<file path="config.mk">
export PLATFORM = sky130hd
export DESIGN_NAME = adcs_cfg_regs
export DESIGN_NICKNAME = d
export VERILOG_FILES = /design/src/adcs_cfg_regs.v /design/src/adcs_phase_sel.v
export VERILOG_INCLUDE_DIRS = /design/src
export SDC_FILE = /design/constraint.sdc
export NUM_CORES = 1
export LEC_CHECK = 0
export BUFFER_PORTS_ARGS = -buffer_cell sky130_fd_sc_hd__buf_2
export CAP_MARGIN = 20
export CORE_ASPECT_RATIO = 1.4
export CORE_UTILIZATION = 54
export DETAILED_ROUTE_END_ITERATION = 10
export PLACE_DENSITY = 0.86
export SYNTH_ARGS = -nofsm -noshare
export SYNTH_HDL_FRONTEND = slang
export SYNTH_SLANG_ARGS = --single-unit
</file>
<file path="constraint.sdc">
create_clock -name clk -period 2.67 [get_ports clk]
set_input_delay 0.534 -clock clk [delete_from_list [all_inputs] [get_ports clk]]
set_output_delay 0.534 -clock clk [all_outputs]
set_load 0.02 [all_outputs]
</file>
<file path="src/adcs_regs.vh">
// register offsets, field positions and reset values of the output and sync configuration bank
`ifndef ADCS_REGS_VH
`define ADCS_REGS_VH

// ----------------------------------------------------------------------------
// offsets
// ----------------------------------------------------------------------------
`define ADCS_OFS_CLK_PHASE   9'h016
`define ADCS_OFS_FINE_DELAY  9'h017
`define ADCS_OFS_PAT1_LO     9'h019
`define ADCS_OFS_PAT1_HI     9'h01a
`define ADCS_OFS_PAT2_LO     9'h01b
`define ADCS_OFS_PAT2_HI     9'h01c
`define ADCS_OFS_SIGNATURE   9'h024
`define ADCS_OFS_OVR_FEAT    9'h02a
`define ADCS_OFS_CH_ASSIGN   9'h02e
`define ADCS_OFS_SYNC_CTRL   9'h100
`define ADCS_OFS_USER_MISC   9'h101

// ----------------------------------------------------------------------------
// writable bit masks (open bits read zero)
// ----------------------------------------------------------------------------
`define ADCS_MSK_CLK_PHASE   8'h87
`define ADCS_MSK_FINE_DELAY  8'ha7
`define ADCS_MSK_ONE_BIT     8'h01
`define ADCS_MSK_SYNC_CTRL   8'h07
`define ADCS_MSK_USER_MISC   8'h8d

// ----------------------------------------------------------------------------
// reset values
// ----------------------------------------------------------------------------
`define ADCS_RST_ZERO        8'h00
`define ADCS_RST_OVR_FEAT    8'h01
`define ADCS_RST_SYNC_CTRL   8'h01
`define ADCS_RST_USER_MISC   8'h88

// ----------------------------------------------------------------------------
// field positions
// ----------------------------------------------------------------------------
`define ADCS_PHASE_MSB       2
`define ADCS_PHASE_LSB       0
`define ADCS_DCO_INV_BIT     7
`define ADCS_DLY_MSB         2
`define ADCS_DLY_LSB         0
`define ADCS_DLY_DATA_BIT    5
`define ADCS_DLY_DCO_BIT     7
`define ADCS_SYNC_MASTER_BIT 0
`define ADCS_SYNC_DIV_BIT    1
`define ADCS_SYNC_NEXT_BIT   2
`define ADCS_MISC_OEB_BIT    7
`define ADCS_MISC_DET_BIT    3
`define ADCS_MISC_RUN_BIT    2
`define ADCS_MISC_PD_BIT     0
`define ADCS_OVR_EN_BIT      0
`define ADCS_ASSIGN_BIT      0
`define ADCS_PHASE_CODES     8

`endif
</file>
<file path="src/adcs_cfg_regs.v">
// output, pattern, sync and misc configuration registers of the dual converter
`timescale 1ns/10ps
`include "adcs_regs.vh"

module adcs_cfg_regs #(
  parameter CHANNEL_B = 1'b0
) (
  // clock, reset, clock enable
  input  wire       clk,
  input  wire       srst,
  input  wire       ce,
  // register port from the serial port engine
  input  wire [8:0] reg_addr,
  input  wire       reg_wr,
  input  wire [7:0] reg_wdata,
  input  wire       reg_rd,
  output reg  [7:0] reg_rdata_ff,
  // core status
  input  wire       signature_bit,
  input  wire       div_phase,
  input  wire       sync_pin,
  input  wire       low_rate_pin,
  // configuration outputs
  output wire       output_data_clock_phase,
  output wire       output_data_clock_invert,
  output wire       dco_delay_en,
  output wire       data_delay_en,
  output wire [2:0] fine_delay_code,
  output wire [15:0] user_pattern_one,
  output wire [15:0] user_pattern_two,
  output wire       overrange_pin_en,
  output wire       channel_core_sel,
  output reg        divider_sync_pulse_ff,
  output wire       output_enable_bar_pin_en,
  output wire       low_rate_oscillator_on,
  output wire       sdio_pulldown_disable
);
  reg [7:0] clk_phase_ff;
  reg [7:0] fine_delay_ff;
  reg [7:0] pat1_lo_ff;
  reg [7:0] pat1_hi_ff;
  reg [7:0] pat2_lo_ff;
  reg [7:0] pat2_hi_ff;
  reg [7:0] ovr_feat_ff;
  reg [7:0] ch_assign_ff;
  reg [7:0] sync_ctrl_ff;
  reg [7:0] user_misc_ff;
  reg       sync_meta_ff;
  reg       sync_sync_ff;
  reg       sync_prev_ff;
  reg       low_meta_ff;
  reg       low_sync_ff;
  reg       sig_meta_ff;
  reg       sig_sync_ff;
  reg [7:0] nxt_rdata;
  reg [7:0] nxt_sync_ctrl;
  reg       nxt_sync_pulse;

  wire sel_wr_sync;
  wire sync_edge;
  wire sync_gate;
  wire osc_forced;
  wire osc_detected;

  // ----------------------------------------------------------------------------
  // pin synchronisers
  // ----------------------------------------------------------------------------
  always @(posedge clk) begin
    if (srst) begin
      sync_meta_ff <= 1'b0;
      sync_sync_ff <= 1'b0;
      sync_prev_ff <= 1'b0;
      low_meta_ff  <= 1'b0;
      low_sync_ff  <= 1'b0;
      sig_meta_ff  <= 1'b0;
      sig_sync_ff  <= 1'b0;
    end else if (ce) begin
      sync_meta_ff <= sync_pin;
      sync_sync_ff <= sync_meta_ff;
      sync_prev_ff <= sync_sync_ff;
      low_meta_ff  <= low_rate_pin;
      low_sync_ff  <= low_meta_ff;
      sig_meta_ff  <= signature_bit;
      sig_sync_ff  <= sig_meta_ff;
    end
  end

  // the edge detector resets low, the idle level of the sync pin, so no edge follows reset
  assign sync_edge = sync_sync_ff & ~sync_prev_ff;

  // ----------------------------------------------------------------------------
  // sync control
  // ----------------------------------------------------------------------------
  // a pulse that arrives while the gate is closed is dropped, not held for later
  assign sel_wr_sync = reg_wr & (reg_addr == `ADCS_OFS_SYNC_CTRL);
  // master and divider enables both needed before any pulse passes
  assign sync_gate = sync_ctrl_ff[`ADCS_SYNC_MASTER_BIT] & sync_ctrl_ff[`ADCS_SYNC_DIV_BIT];

  always @* begin
    nxt_sync_ctrl  = sync_ctrl_ff;
    nxt_sync_pulse = sync_gate & sync_edge;
    if (sel_wr_sync) begin
      nxt_sync_ctrl = reg_wdata & `ADCS_MSK_SYNC_CTRL;
    end
    // one-shot: the hardware clear wins, so a pulse in the write cycle is honoured once
    if (nxt_sync_pulse & sync_ctrl_ff[`ADCS_SYNC_NEXT_BIT]) begin
      nxt_sync_ctrl[`ADCS_SYNC_DIV_BIT] = 1'b0;
    end
  end

  // ----------------------------------------------------------------------------
  // register writes
  // ----------------------------------------------------------------------------
  // the sync register goes through nxt_sync_ctrl so that its hardware clear can win
  always @(posedge clk) begin
    if (srst) begin
      clk_phase_ff          <= `ADCS_RST_ZERO;
      fine_delay_ff         <= `ADCS_RST_ZERO;
      pat1_lo_ff            <= `ADCS_RST_ZERO;
      pat1_hi_ff            <= `ADCS_RST_ZERO;
      pat2_lo_ff            <= `ADCS_RST_ZERO;
      pat2_hi_ff            <= `ADCS_RST_ZERO;
      ovr_feat_ff           <= `ADCS_RST_OVR_FEAT;
      ch_assign_ff          <= {7'h00, CHANNEL_B[0]};
      sync_ctrl_ff          <= `ADCS_RST_SYNC_CTRL;
      user_misc_ff          <= `ADCS_RST_USER_MISC;
      divider_sync_pulse_ff <= 1'b0;
    end else if (ce) begin
      sync_ctrl_ff          <= nxt_sync_ctrl;
      divider_sync_pulse_ff <= nxt_sync_pulse;
      if (reg_wr) begin
        case (reg_addr)
          `ADCS_OFS_CLK_PHASE:  clk_phase_ff  <= reg_wdata & `ADCS_MSK_CLK_PHASE;
          `ADCS_OFS_FINE_DELAY: fine_delay_ff <= reg_wdata & `ADCS_MSK_FINE_DELAY;
          `ADCS_OFS_PAT1_LO:    pat1_lo_ff    <= reg_wdata;
          `ADCS_OFS_PAT1_HI:    pat1_hi_ff    <= reg_wdata;
          `ADCS_OFS_PAT2_LO:    pat2_lo_ff    <= reg_wdata;
          `ADCS_OFS_PAT2_HI:    pat2_hi_ff    <= reg_wdata;
          `ADCS_OFS_OVR_FEAT:   ovr_feat_ff   <= reg_wdata & `ADCS_MSK_ONE_BIT;
          `ADCS_OFS_CH_ASSIGN:  ch_assign_ff  <= reg_wdata & `ADCS_MSK_ONE_BIT;
          `ADCS_OFS_USER_MISC:  user_misc_ff  <= reg_wdata & `ADCS_MSK_USER_MISC;
          // writes to the read-only signature offset fall through here
          default: ;
        endcase
      end
    end
  end

  // ----------------------------------------------------------------------------
  // read back
  // ----------------------------------------------------------------------------
  always @* begin
    nxt_rdata = `ADCS_RST_ZERO;
    case (reg_addr)
      `ADCS_OFS_CLK_PHASE:  nxt_rdata = clk_phase_ff;
      `ADCS_OFS_FINE_DELAY: nxt_rdata = fine_delay_ff;
      `ADCS_OFS_PAT1_LO:    nxt_rdata = pat1_lo_ff;
      `ADCS_OFS_PAT1_HI:    nxt_rdata = pat1_hi_ff;
      `ADCS_OFS_PAT2_LO:    nxt_rdata = pat2_lo_ff;
      `ADCS_OFS_PAT2_HI:    nxt_rdata = pat2_hi_ff;
      `ADCS_OFS_SIGNATURE:  nxt_rdata = {7'h00, sig_sync_ff};
      `ADCS_OFS_OVR_FEAT:   nxt_rdata = ovr_feat_ff;
      `ADCS_OFS_CH_ASSIGN:  nxt_rdata = ch_assign_ff;
      `ADCS_OFS_SYNC_CTRL:  nxt_rdata = sync_ctrl_ff;
      `ADCS_OFS_USER_MISC:  nxt_rdata = user_misc_ff;
      default:              nxt_rdata = `ADCS_RST_ZERO;
    endcase
  end

  // registered read data: the host shifts it out after the read strobe
  always @(posedge clk) begin
    if (srst) begin
      reg_rdata_ff <= `ADCS_RST_ZERO;
    end else if (ce && reg_rd) begin
      reg_rdata_ff <= nxt_rdata;
    end
  end

  // ----------------------------------------------------------------------------
  // output clock phase
  // ----------------------------------------------------------------------------
  // only the output clock path is delayed; sampling keeps the raw divider
  adcs_phase_sel #(
    .DEPTH (`ADCS_PHASE_CODES)
  ) u_phase (
    .clk          (clk),
    .srst         (srst),
    .ce           (ce),
    .div_phase    (div_phase),
    .phase_sel    (clk_phase_ff[`ADCS_PHASE_MSB:`ADCS_PHASE_LSB]),
    .phase_out_ff (output_data_clock_phase)
  );

  // ----------------------------------------------------------------------------
  // configuration outputs
  // ----------------------------------------------------------------------------
  assign output_data_clock_invert = clk_phase_ff[`ADCS_DCO_INV_BIT];
  assign dco_delay_en             = fine_delay_ff[`ADCS_DLY_DCO_BIT];
  assign data_delay_en            = fine_delay_ff[`ADCS_DLY_DATA_BIT];
  assign fine_delay_code          = fine_delay_ff[`ADCS_DLY_MSB:`ADCS_DLY_LSB];
  assign user_pattern_one         = {pat1_hi_ff, pat1_lo_ff};
  assign user_pattern_two         = {pat2_hi_ff, pat2_lo_ff};
  assign overrange_pin_en         = ovr_feat_ff[`ADCS_OVR_EN_BIT];
  assign channel_core_sel         = ch_assign_ff[`ADCS_ASSIGN_BIT];
  assign output_enable_bar_pin_en = user_misc_ff[`ADCS_MISC_OEB_BIT];
  assign sdio_pulldown_disable    = user_misc_ff[`ADCS_MISC_PD_BIT];
  assign osc_forced               = user_misc_ff[`ADCS_MISC_RUN_BIT];
  assign osc_detected             = user_misc_ff[`ADCS_MISC_DET_BIT] & low_sync_ff;
  // the detector cannot be trusted near its threshold, so the run bit overrides it
  assign low_rate_oscillator_on   = osc_forced | osc_detected;
endmodule

</file>
<file path="src/adcs_phase_sel.v">
// divider phase selection: delays the output clock phase by whole input cycles
`timescale 1ns/10ps
module adcs_phase_sel #(
  parameter DEPTH = 8
) (
  // clock and reset
  input  wire       clk,
  input  wire       srst,
  input  wire       ce,
  // divider phase in and phase choice
  input  wire       div_phase,
  input  wire [2:0] phase_sel,
  // chosen phase out
  output reg        phase_out_ff
);
  reg  [DEPTH-1:0] tap_ff;
  wire [DEPTH-1:0] nxt_tap;
  wire             nxt_phase_out;

  // ----------------------------------------------------------------------------
  // tap line: one stage per input cycle
  // ----------------------------------------------------------------------------
  genvar g;
  generate
    for (g = 0; g < DEPTH; g = g + 1) begin : g_tap
      if (g == 0) begin : g_first
        assign nxt_tap[g] = div_phase;
      end else begin : g_rest
        assign nxt_tap[g] = tap_ff[g-1];
      end
    end
  endgenerate

  // code 0 takes the undelayed phase, code n takes n stages of delay
  assign nxt_phase_out = (phase_sel == 3'h0) ? div_phase : tap_ff[phase_sel - 3'h1];

  always @(posedge clk) begin
    if (srst) begin
      tap_ff       <= {DEPTH{1'b0}};
      phase_out_ff <= 1'b0;
    end else if (ce) begin
      tap_ff       <= nxt_tap;
      phase_out_ff <= nxt_phase_out;
    end
  end
endmodule

</file>
==> impl_metrics.ini, run 1 <==
[status]
status = finished with violations
violations = DRC

[clock_tree]
insertion_delay_ns = 0.35
numCtsBuffers = 9
tritoncts = built
cts_repair_resize_count = 0
cts.reportedPaths.clkPinSlew_ns = 0.08
clock_sinks = 75
cts_hold_repair.buffers = 0
cts.path.max_buffers = 2
cts_htree_levels = 3
cts.repair_timing.setup_buffer_count = 0
clk_root_buffer_cell = clkbuf_8

[yosys]
netlist-cell-type-count = 49
synth.net_count = 403
ys.warnings.count = 0
syn_inst = 375
synth.largest_area_cell = dfxtp_1
synth-main-ff-cell = dfxtp_1
mean_post_synth_cell_area_um2 = 9.566
post-synth-top-area-fraction_pct = 41.86
post-synth-top-count-cell = dfxtp_1
synth.top_cells.by_count = dfxtp_1 (75), mux2i_1 (73), nor2_1 (73)
syn_area_um2 = 3587
synth_sequential_area_ratio_pct = 41.86
yosys-top-cells-area = dfxtp_1 (42%), mux2i_1 (20%), nor2_1 (7.6%)
asyncSetResetFlopFracSynth_pct = 0
synth-edff-count = 0
ys_ff_latch = 75

[timing]
setup-violations-final = 0
drv_slew = 0
clock-skew-final_ns = 0.007474
final_period_minus_worst_setup_slack_ns = 2.086
slew_headroom_pct = 59.33
hold_viol_final = 0
setup_tns_ns = 0
timing.final.crit_share_pct = 78.14
max_freq_mhz = 479.3
rsz_0062_raised_after_global_routing = no
tightest_slew_ns = 0.6101

[routing]
overall_routed_net_length_mm = 9.662
drt_pre_antenna_iters = 8
viasPerCell = 6.023
remaining_drc_errors = 12
route.vias.total = 3198
number_of_drc_violations_after_detailed_routing_iteration_0 = 240
post_drt_wl_per_cell_um = 18.20
antenna_violating_nets_post_route = 0

[floorplan]
rows = 34
dieWidth_um = 70.89
start_util_pct = 56.98
die_area_um2 = 6978
core_um2 = 6296
pin_count = 79
die_height_um = 98.44

[grt]
grt_start_max_net_pins = 64
grt_antenna_before_repair = 0
grt_pass1_wl_mm = 15.34
grt_pass1_vias = 3131
grt_util_all_layers_pct = 28.52
globalRoute.totalOverflow = 0

[pwr]
sequentialPowerShare_pct = 55.3
p_per_area_nw_per_um2 = 481.2
switchingPower_uw = 533.8
sw_frac_of_total_pct = 26.15
pwr-share-comb_pct = 7.5
power_frac_clock_pct = 37.2
internal_power_uw = 1507
leakagePower_uw = 0.001932
total_power_uw = 2041
ir_drop_mv = 0.4415

[critical_path]
required_ns = 2.96
cp_max_fo = 17
timing.critical_path.slowest_stage_cell = a211oi_4
critical_path.cell_chain = buf_2 > nor2b_1 > o21ai_0 > a211o_1 > a211oi_4 > a32o_1
r2r-end = u_phase.phase_out_ff$_SDFFE_PP0P_
timing.critical_path.to_type = flop
timing_worst_setup_path_type = input pin to flop
crit_family = compound AO/OA/AOI/OAI gates
r2r.worst_path.cells = 7
timing.critical_path.slowest_cell_delay_ns = 0.42
critical_path.n_buffers_inverters = 1
worst-endpoint-arrival_ns = 2.38
crit-reg2reg-launch = clk_phase_ff[0]$_SDFFE_PP0P_
reg2reg_setup_slack_ns = 0.64
critPathLaunchType = input pin

[finish]
final_core_utilization_pct = 67.37
diodes = 0
final_net_count = 482
drive_above_1_share_pct = 27.02
synthToLayoutAreaGrowth_pct = 18.24

[hold_path]
whs_path_depth = 3
min_from = low_rate_pin
hold_path.class = input pin to flop
hold-path-endpoint = low_meta_ff$_SDFFE_PP0P_

[job]
maxCapViolCount = 0

[placement]
placement.io_buffers = 78
dp_hpwl_mm = 7.124
gp_congestion = 0.9656
flip-flops by register name, summed over array words and instances, names as in the netlist, 3 cells and up:
| signal | cells |
|---|---|
| fine_delay_ff | 5 |
| pat1_lo_ff | 8 |
| sync_ctrl_ff | 3 |
| pat2_hi_ff | 8 |
| reg_rdata_ff | 8 |
| u_phase.tap_ff | 8 |
| pat2_lo_ff | 8 |
| pat1_hi_ff | 8 |
| user_misc_ff | 4 |
| clk_phase_ff | 4 |
logic make-up after synthesis:
| group | synth area share (%) |
|---|---|
| AO/OA/AOI/OAI | 10.95 |
| adder cells (fa/ha/maj) | 0.6975 |
| buffers and inverters | 3.000 |
| flip-flops | 41.86 |
| multiplexers | 23.19 |
| AND/OR/NAND/NOR | 20.30 |
placed cells by master (no fill, tap or decap), types with 9 or more instances in the layout:
master,count
nand2_1,14
a22o_1,10
mux2i_1,73
nor2b_1,10
o21ai_0,10
buf_2,78
nor2_1,73
clkbuf_8,9
dfxtp_1,75
buf_4,12
power groups by stage:
stage / logic [µW] / registers, µW / clock network (µW)
4_1_cts: 150 / 1130 / 768
3_3_place_gp: 148 / 1160 / 0
5_1_grt: 163 / 1130 / 805
2_1_floorplan: 91.3 / 1160 / 0
6_report: 153 / 1130 / 759
3_5_place_dp: 149 / 1160 / 0
worst max path at each step:
stage	start	end	cells past startpoint
after floorplan	reg_addr[5]	user_misc_ff[3]$_SDFFE_PP1P_	4
after CTS	reg_addr[2]	reg_rdata_ff[5]$_SDFFE_PP0P_	6
after detailed placement	reg_addr[2]	reg_rdata_ff[5]$_SDFFE_PP0P_	6
after global routing	clk_phase_ff[0]$_SDFFE_PP0P_	u_phase.phase_out_ff$_SDFFE_PP0P_	7
after global placement	reg_addr[2]	reg_rdata_ff[5]$_SDFFE_PP0P_	6
final	reg_addr[2]	reg_rdata_ff[5]$_SDFFE_PP0P_	6
worst reg2reg max path: stages, from the launching register on:
cell and delay [ns]:
dfxtp_1 0.36, inv_1 0.17, ha_1 0.36, mux4_2 0.54, nor2_1 0.12, nor2_1 0.06, o21ai_0 0.19, a31oi_1 0.10
through the flow:
step           instance area (µm²)  hold slack (ns)  cells  worst slack, ns
6_report                      4242           0.4154    531           0.5836
5_1_grt                       4242           0.4199    531           0.3883
4_1_cts                       4242           0.4128    531           0.6216
3_5_place_dp                  4073           0.4696    515           0.2595
3_3_place_gp                  4073           0.4487    515           0.3030
2_1_floorplan                 3587           0.4516    375           0.5768
layer usage:
metal,global-route usage (%),share of wire (%),vias up
met5,0,0,-
met4,15.69,3.9,0
met3,5.726,5.7,35
met2,48.30,50,142
met1,33.55,40,1524
li1,-,-,1497
cell type report:
class | instances | area, µm²
tap | 72 | 90.09
fill | 521 | 2054
multi-input combinational | 272 | 1978
timing repair buffer | 90 | 480.5
inverter | 6 | 22.52
clock inverter | 7 | 45.04
sequential | 75 | 1501
clock buffer | 9 | 123.9
(Power assumes the default switching activity.)
==> run 2, diff against run 1 <==
Clock period 2.67 ns to 2.07 ns, I/O delays scaled along.
==> run 2 against run 1 <==
  * The run still ends with DRC left
  * Utilization rose by 4.7 points
  * Register-to-register slack worse by 0.55 ns
  * Final cell count up 5.3%
==> impl_metrics.ini, run 2 (synthesized netlist as in run 1, its figures left out) <==
[routing]
post_drt_wl_per_cell_um = 18.60
viasPerCell = 5.911
overall_routed_net_length_mm = 10.40
remaining_drc_errors = 12
number_of_drc_violations_after_detailed_routing_iteration_0 = 324
antenna_violating_nets_post_route = 0
drt_pre_antenna_iters = 8
route.vias.total = 3304

[floorplan]
start_util_pct = 56.98
die_area_um2 = 6978
core_um2 = 6296
dieWidth_um = 70.89
die_height_um = 98.44
rows = 34
pin_count = 79

[clock_tree]
clock_sinks = 75
cts.repair_timing.setup_buffer_count = 0
insertion_delay_ns = 0.35
cts_hold_repair.buffers = 0
tritoncts = built
cts.path.max_buffers = 2
clk_root_buffer_cell = clkbuf_8
cts_htree_levels = 3
cts_repair_resize_count = 0
cts.reportedPaths.clkPinSlew_ns = 0.08
numCtsBuffers = 9

[pwr]
leakagePower_uw = 0.002109
ir_drop_mv = 0.6254
p_per_area_nw_per_um2 = 654.4

[timing]
final_period_minus_worst_setup_slack_ns = 1.979
max_freq_mhz = 505.2
rsz_0062_raised_after_global_routing = no
setup_tns_ns = 0
slew_headroom_pct = 58.31
setup-violations-final = 0
timing.final.crit_share_pct = 95.62
fin_ws_ns = 0.09063
tightest_slew_ns = 0.6253
clock-skew-final_ns = 0.006666
drv_slew = 0
hold_viol_final = 0

[finish]
layout_cells_excl_fill = 559
synthToLayoutAreaGrowth_pct = 26.58
diodes = 0
drive_above_1_share_pct = 31.42
layout.cells.most_common_list = buf_2 (78), dfxtp_1 (75), mux2i_1 (73), nor2_1 (73), buf_4 (38)
final_net_count = 510
final_common_cell = buf_2

[critical_path]
cp_max_fo = 5
worst-endpoint-arrival_ns = 2.21
crit-reg2reg-launch = clk_phase_ff[0]$_SDFFE_PP0P_
reg2reg_setup_slack_ns = 0.09
r2r.worst_path.cells = 7
timing_worst_setup_path_type = flop to flop
critical_path.cell_chain = inv_1 > ha_2 > mux4_2 > nor2_1 > a21oi_1 > nand4_1 > a31oi_1
r2r-end = u_phase.phase_out_ff$_SDFFE_PP0P_
crit_path_start = clk_phase_ff[0]$_SDFFE_PP0P_
timing.critical_path.slowest_cell_delay_ns = 0.52
critPathCapture = u_phase.phase_out_ff$_SDFFE_PP0P_
timing.critical_path.slowest_stage_cell = mux4_2
critPathLaunchType = flop
timing.critical_path.to_type = flop
required_ns = 2.30

[placement]
dp_hpwl_mm = 7.681
placement.io_buffers = 78
gp_congestion = 0.9352
post-place-ws_ns = -0.1169
dp.cells = 543

[job]
maxCapViolCount = 0

[grt]
grt_start_max_net_pins = 68
globalRoute.totalOverflow = 0
grt_pass1_wl_mm = 16.79
grt_antenna_before_repair = 0
grt_pass1_vias = 3337
grt_util_all_layers_pct = 31.39

[status]
status = finished with violations
violations = DRC

[hold_path]
hold_path.class = input pin to flop
-- run 2: metrics by stage --
step | util [%] | total power, µW | area [µm²] | hold slack [ns]
after floorplan | - | 1609 | 3587 | 0.4516
after global placement | 68.42 | 1716 | 4308 | 0.4462
after detailed placement | 68.42 | 1719 | 4308 | 0.4595
after CTS | 72.04 | 2974 | 4536 | 0.2979
after global routing | 72.12 | 3058 | 4541 | 0.3208
final | 72.12 | 2972 | 4541 | 0.3028
-- run 2: how the worst min path moves through the flow --
| stage | startpoint | endpoint | slack (ns) | depth (start not counted) |
|---|---|---|---|---|
| floorplan | sig_sync_ff$_SDFFE_PP0P_ | sig_sync_ff$_SDFFE_PP0P_ | 0.45 | 2 |
| CTS | sync_pin | sync_meta_ff$_SDFFE_PP0P_ | 0.30 | 3 |
| detailed placement | reg_rdata_ff[4]$_SDFFE_PP0P_ | reg_rdata_ff[4]$_SDFFE_PP0P_ | 0.46 | 1 |
| global route | signature_bit | sig_meta_ff$_SDFFE_PP0P_ | 0.32 | 3 |
| finish | sync_pin | sync_meta_ff$_SDFFE_PP0P_ | 0.30 | 3 |
| global placement | reg_rdata_ff[5]$_SDFFE_PP0P_ | reg_rdata_ff[5]$_SDFFE_PP0P_ | 0.45 | 1 |
-- run 2: per-layer routing --
layer / GRT usage [%] / up-vias / share of wire, %
li1: - / 1564 / -
met1: 36.33 / 1578 / 40
met2: 53.99 / 129 / 51
met3: 7.771 / 33 / 5.7
met4: 14.77 / 0 / 3.7
met5: 0 / - / 0
-- run 2: power by group --
part           leakage [µW]  switching (µW)  internal [µW]
Clock              0.000113             537            743
Sequential         0.000605            6.65           1450
Combinational       0.00139             141           92.6
Total               0.00211             685           2290
-- run 2: layout make-up --
cell class	count	area, µm²
clock buffers	12	155.1
clock inverters	4	72.57
fillers	474	1755
inverters	6	22.52
multi-input cells	272	1983
flip-flops and latches	75	1501
well taps	72	90.09
repair buffers	118	715.7
-- run 2: critical path: cells and delay by family (launching register included) --
| kind | cells | cell delay, ns |
|---|---|---|
| muxes | 1 | 0.52 |
| DFF | 1 | 0.46 |
| adders and majority gates | 1 | 0.41 |
| and+or+nand+nor | 2 | 0.19 |
| buffers and inverters | 1 | 0.15 |
| AOI/OAI and AO/OA | 2 | 0.13 |
==> run 3, diff against run 2 <==
Settings changed: CORE_UTILIZATION 54 to 49, MAX_ROUTING_LAYER from default to met4, PLACE_DENSITY 0.86 to 0.83.
Clock period 2.07 ns to 1.75 ns, I/O delays scaled along.
==> run 3 against run 2 <==
  * Flip-flop and latch count unchanged
  * Utilization shrank 3.8 points
  * Combinational power grew 29%
  * Power increased by 15%
  * Final cell count increased by 8.1%
  * The run now ends clean
  * Cell area increased by 5.7%
  * Sequential share of layout area decreased by 1.8 points
  * Die area increased by 9.9%
  * Register-to-register slack worse by 0.02 ns
  * First-iteration DRC count decreased by 56%
  * Non-clock buffer count rose by 21
==> impl_metrics.ini, run 3 (synthesized netlist as in run 1, its figures left out) <==
[status]
status = completed

[clock_tree]
clk_root_buffer_cell = clkbuf_8
cts.reportedPaths.clkPinSlew_ns = 0.07
cts_htree_levels = 3
numCtsBuffers = 9
insertion_delay_ns = 0.36
cts.path.max_buffers = 2
clock_sinks = 75
tritoncts = built

[timing]
setup_tns_ns = 0
drv_slew = 0
max_freq_mhz = 597.1
clock-skew-final_ns = 0.006759
final_period_minus_worst_setup_slack_ns = 1.675
fin_ws_ns = 0.07516
tightest_slew_ns = 0.6217
timing.final.crit_share_pct = 95.71
setup-violations-final = 0
slew_headroom_pct = 58.55
hold_viol_final = 0

[critical_path]
cp_max_fo = 5
reg2reg_setup_slack_ns = 0.08
timing.critical_path.slowest_cell_delay_ns = 0.54
worst-endpoint-arrival_ns = 1.94
timing_worst_setup_path_type = input pin to flop
required_ns = 2.01
critical_path.cell_chain = buf_6 > or4b_4 > or3_4 > nor3_4 > mux2i_1 > a311oi_1
critPathLaunchType = input pin
timing.critical_path.to_type = flop
timing.critical_path.slowest_stage_cell = or4b_4

[floorplan]
rows = 36
start_util_pct = 51.05
die_area_um2 = 7671
die_height_um = 103.2
dieWidth_um = 74.31
core_um2 = 7027
pin_count = 79

[routing]
post_drt_wl_per_cell_um = 16.92
remaining_drc_errors = 0
route.vias.total = 3326
antenna_violating_nets_post_route = 0
viasPerCell = 5.507
drt_pre_antenna_iters = 4
overall_routed_net_length_mm = 10.22
number_of_drc_violations_after_detailed_routing_iteration_0 = 144

[finish]
final_common_cell = buf_2
fillCellCount = 576
multi_input_comb_area_um2 = 2048
layout.cells.most_common_list = buf_2 (77), dfxtp_1 (75), mux2i_1 (73), nor2_1 (72), buf_4 (58)
layout.cell_area.non_filler_um2 = 4798
seq_area_um2 = 1501
final_net_count = 531
synthToLayoutAreaGrowth_pct = 33.76
drive_above_1_share_pct = 36.22

[placement]
place_area_um2 = 4542
dp_hpwl_mm = 7.702
gp_congestion = 0.9313
post-place-ws_ns = -0.3514
placement.io_buffers = 78

[pwr]
leakagePower_uw = 0.002246
ir_drop_mv = 0.5676
p_per_area_nw_per_um2 = 712.8

[grt]
globalRoute.totalOverflow = 0
grt_util_all_layers_pct = 29.28
grt_pass1_vias = 3321
grt_antenna_before_repair = 1
grt_pass1_wl_mm = 16.30
grt_start_max_net_pins = 55

[hold_path]
hold_path.class = input pin to flop

[job]
maxCapViolCount = 0
## run 3: layer usage
metal	up-vias	part of all wire (%)	wire, µm	GRT usage, %
met5	-	0	0	-
met4	0	2.7	278	11.61
met3	23	4.7	484	6.202
met2	103	50	5135	48.53
met1	1599	42	4323	34.43
li1	1601	-	-	-
## run 3: timing repair
action | 4_1_cts | 5_1_grt
hold buffers | 0 | 0
buffers inserted | 0 | 1
gates resized for setup | 0 | 10
setup endpoints to repair | 0 | 3
## run 3: critical path: cells and delay by family
family / cells / cell delay, ns
AOI/OAI and AO/OA: 1 / 0.25
buffers and inverters: 1 / 0.11
muxes: 1 / 0.11
and+or+nand+nor: 3 / 1.12
## run 3: through the flow
stage / hold slack, ns / cells / util (%) / power, µW
2_1_floorplan: 0.4516 / 375 / - / 1911
3_3_place_gp: 0.4512 / 586 / 64.64 / 2056
3_5_place_dp: 0.4600 / 586 / 64.64 / 2060
4_1_cts: 0.2201 / 602 / 67.66 / 3432
5_1_grt: 0.2278 / 604 / 68.29 / 3528
6_report: 0.2305 / 604 / 68.29 / 3420
## run 3: where the power goes
part | internal [µW] | switching, µW
registers | 1720 | 7.69
clock network | 770 | 622
logic | 130 | 174
## run 3: worst paths after layout
kind / start / depth (start not counted) / to
worst max-delay path: reg_addr[5] / 6 / sync_ctrl_ff[1]$_SDFFE_PP0P_
worst min-delay path: signature_bit / 3 / sig_meta_ff$_SDFFE_PP0P_
worst max register to register: clk_phase_ff[0]$_SDFFE_PP0P_ / 7 / u_phase.phase_out_ff$_SDFFE_PP0P_
worst min register to register: reg_rdata_ff[1]$_SDFFE_PP0P_ / 1 / reg_rdata_ff[1]$_SDFFE_PP0P_
## run 3: cell type report
class                           instances  share of cell area, %
Clock inverter                          4                 0.9909
Clock buffer                           12                  3.442
Sequential cell                        75                  31.29
Timing Repair Buffer                  139                  18.59
Tap cell                               95                  2.477
Inverter                                6                 0.4694
Multi-Input combinational cell        272                  42.69
Antenna cell                            1                0.05215
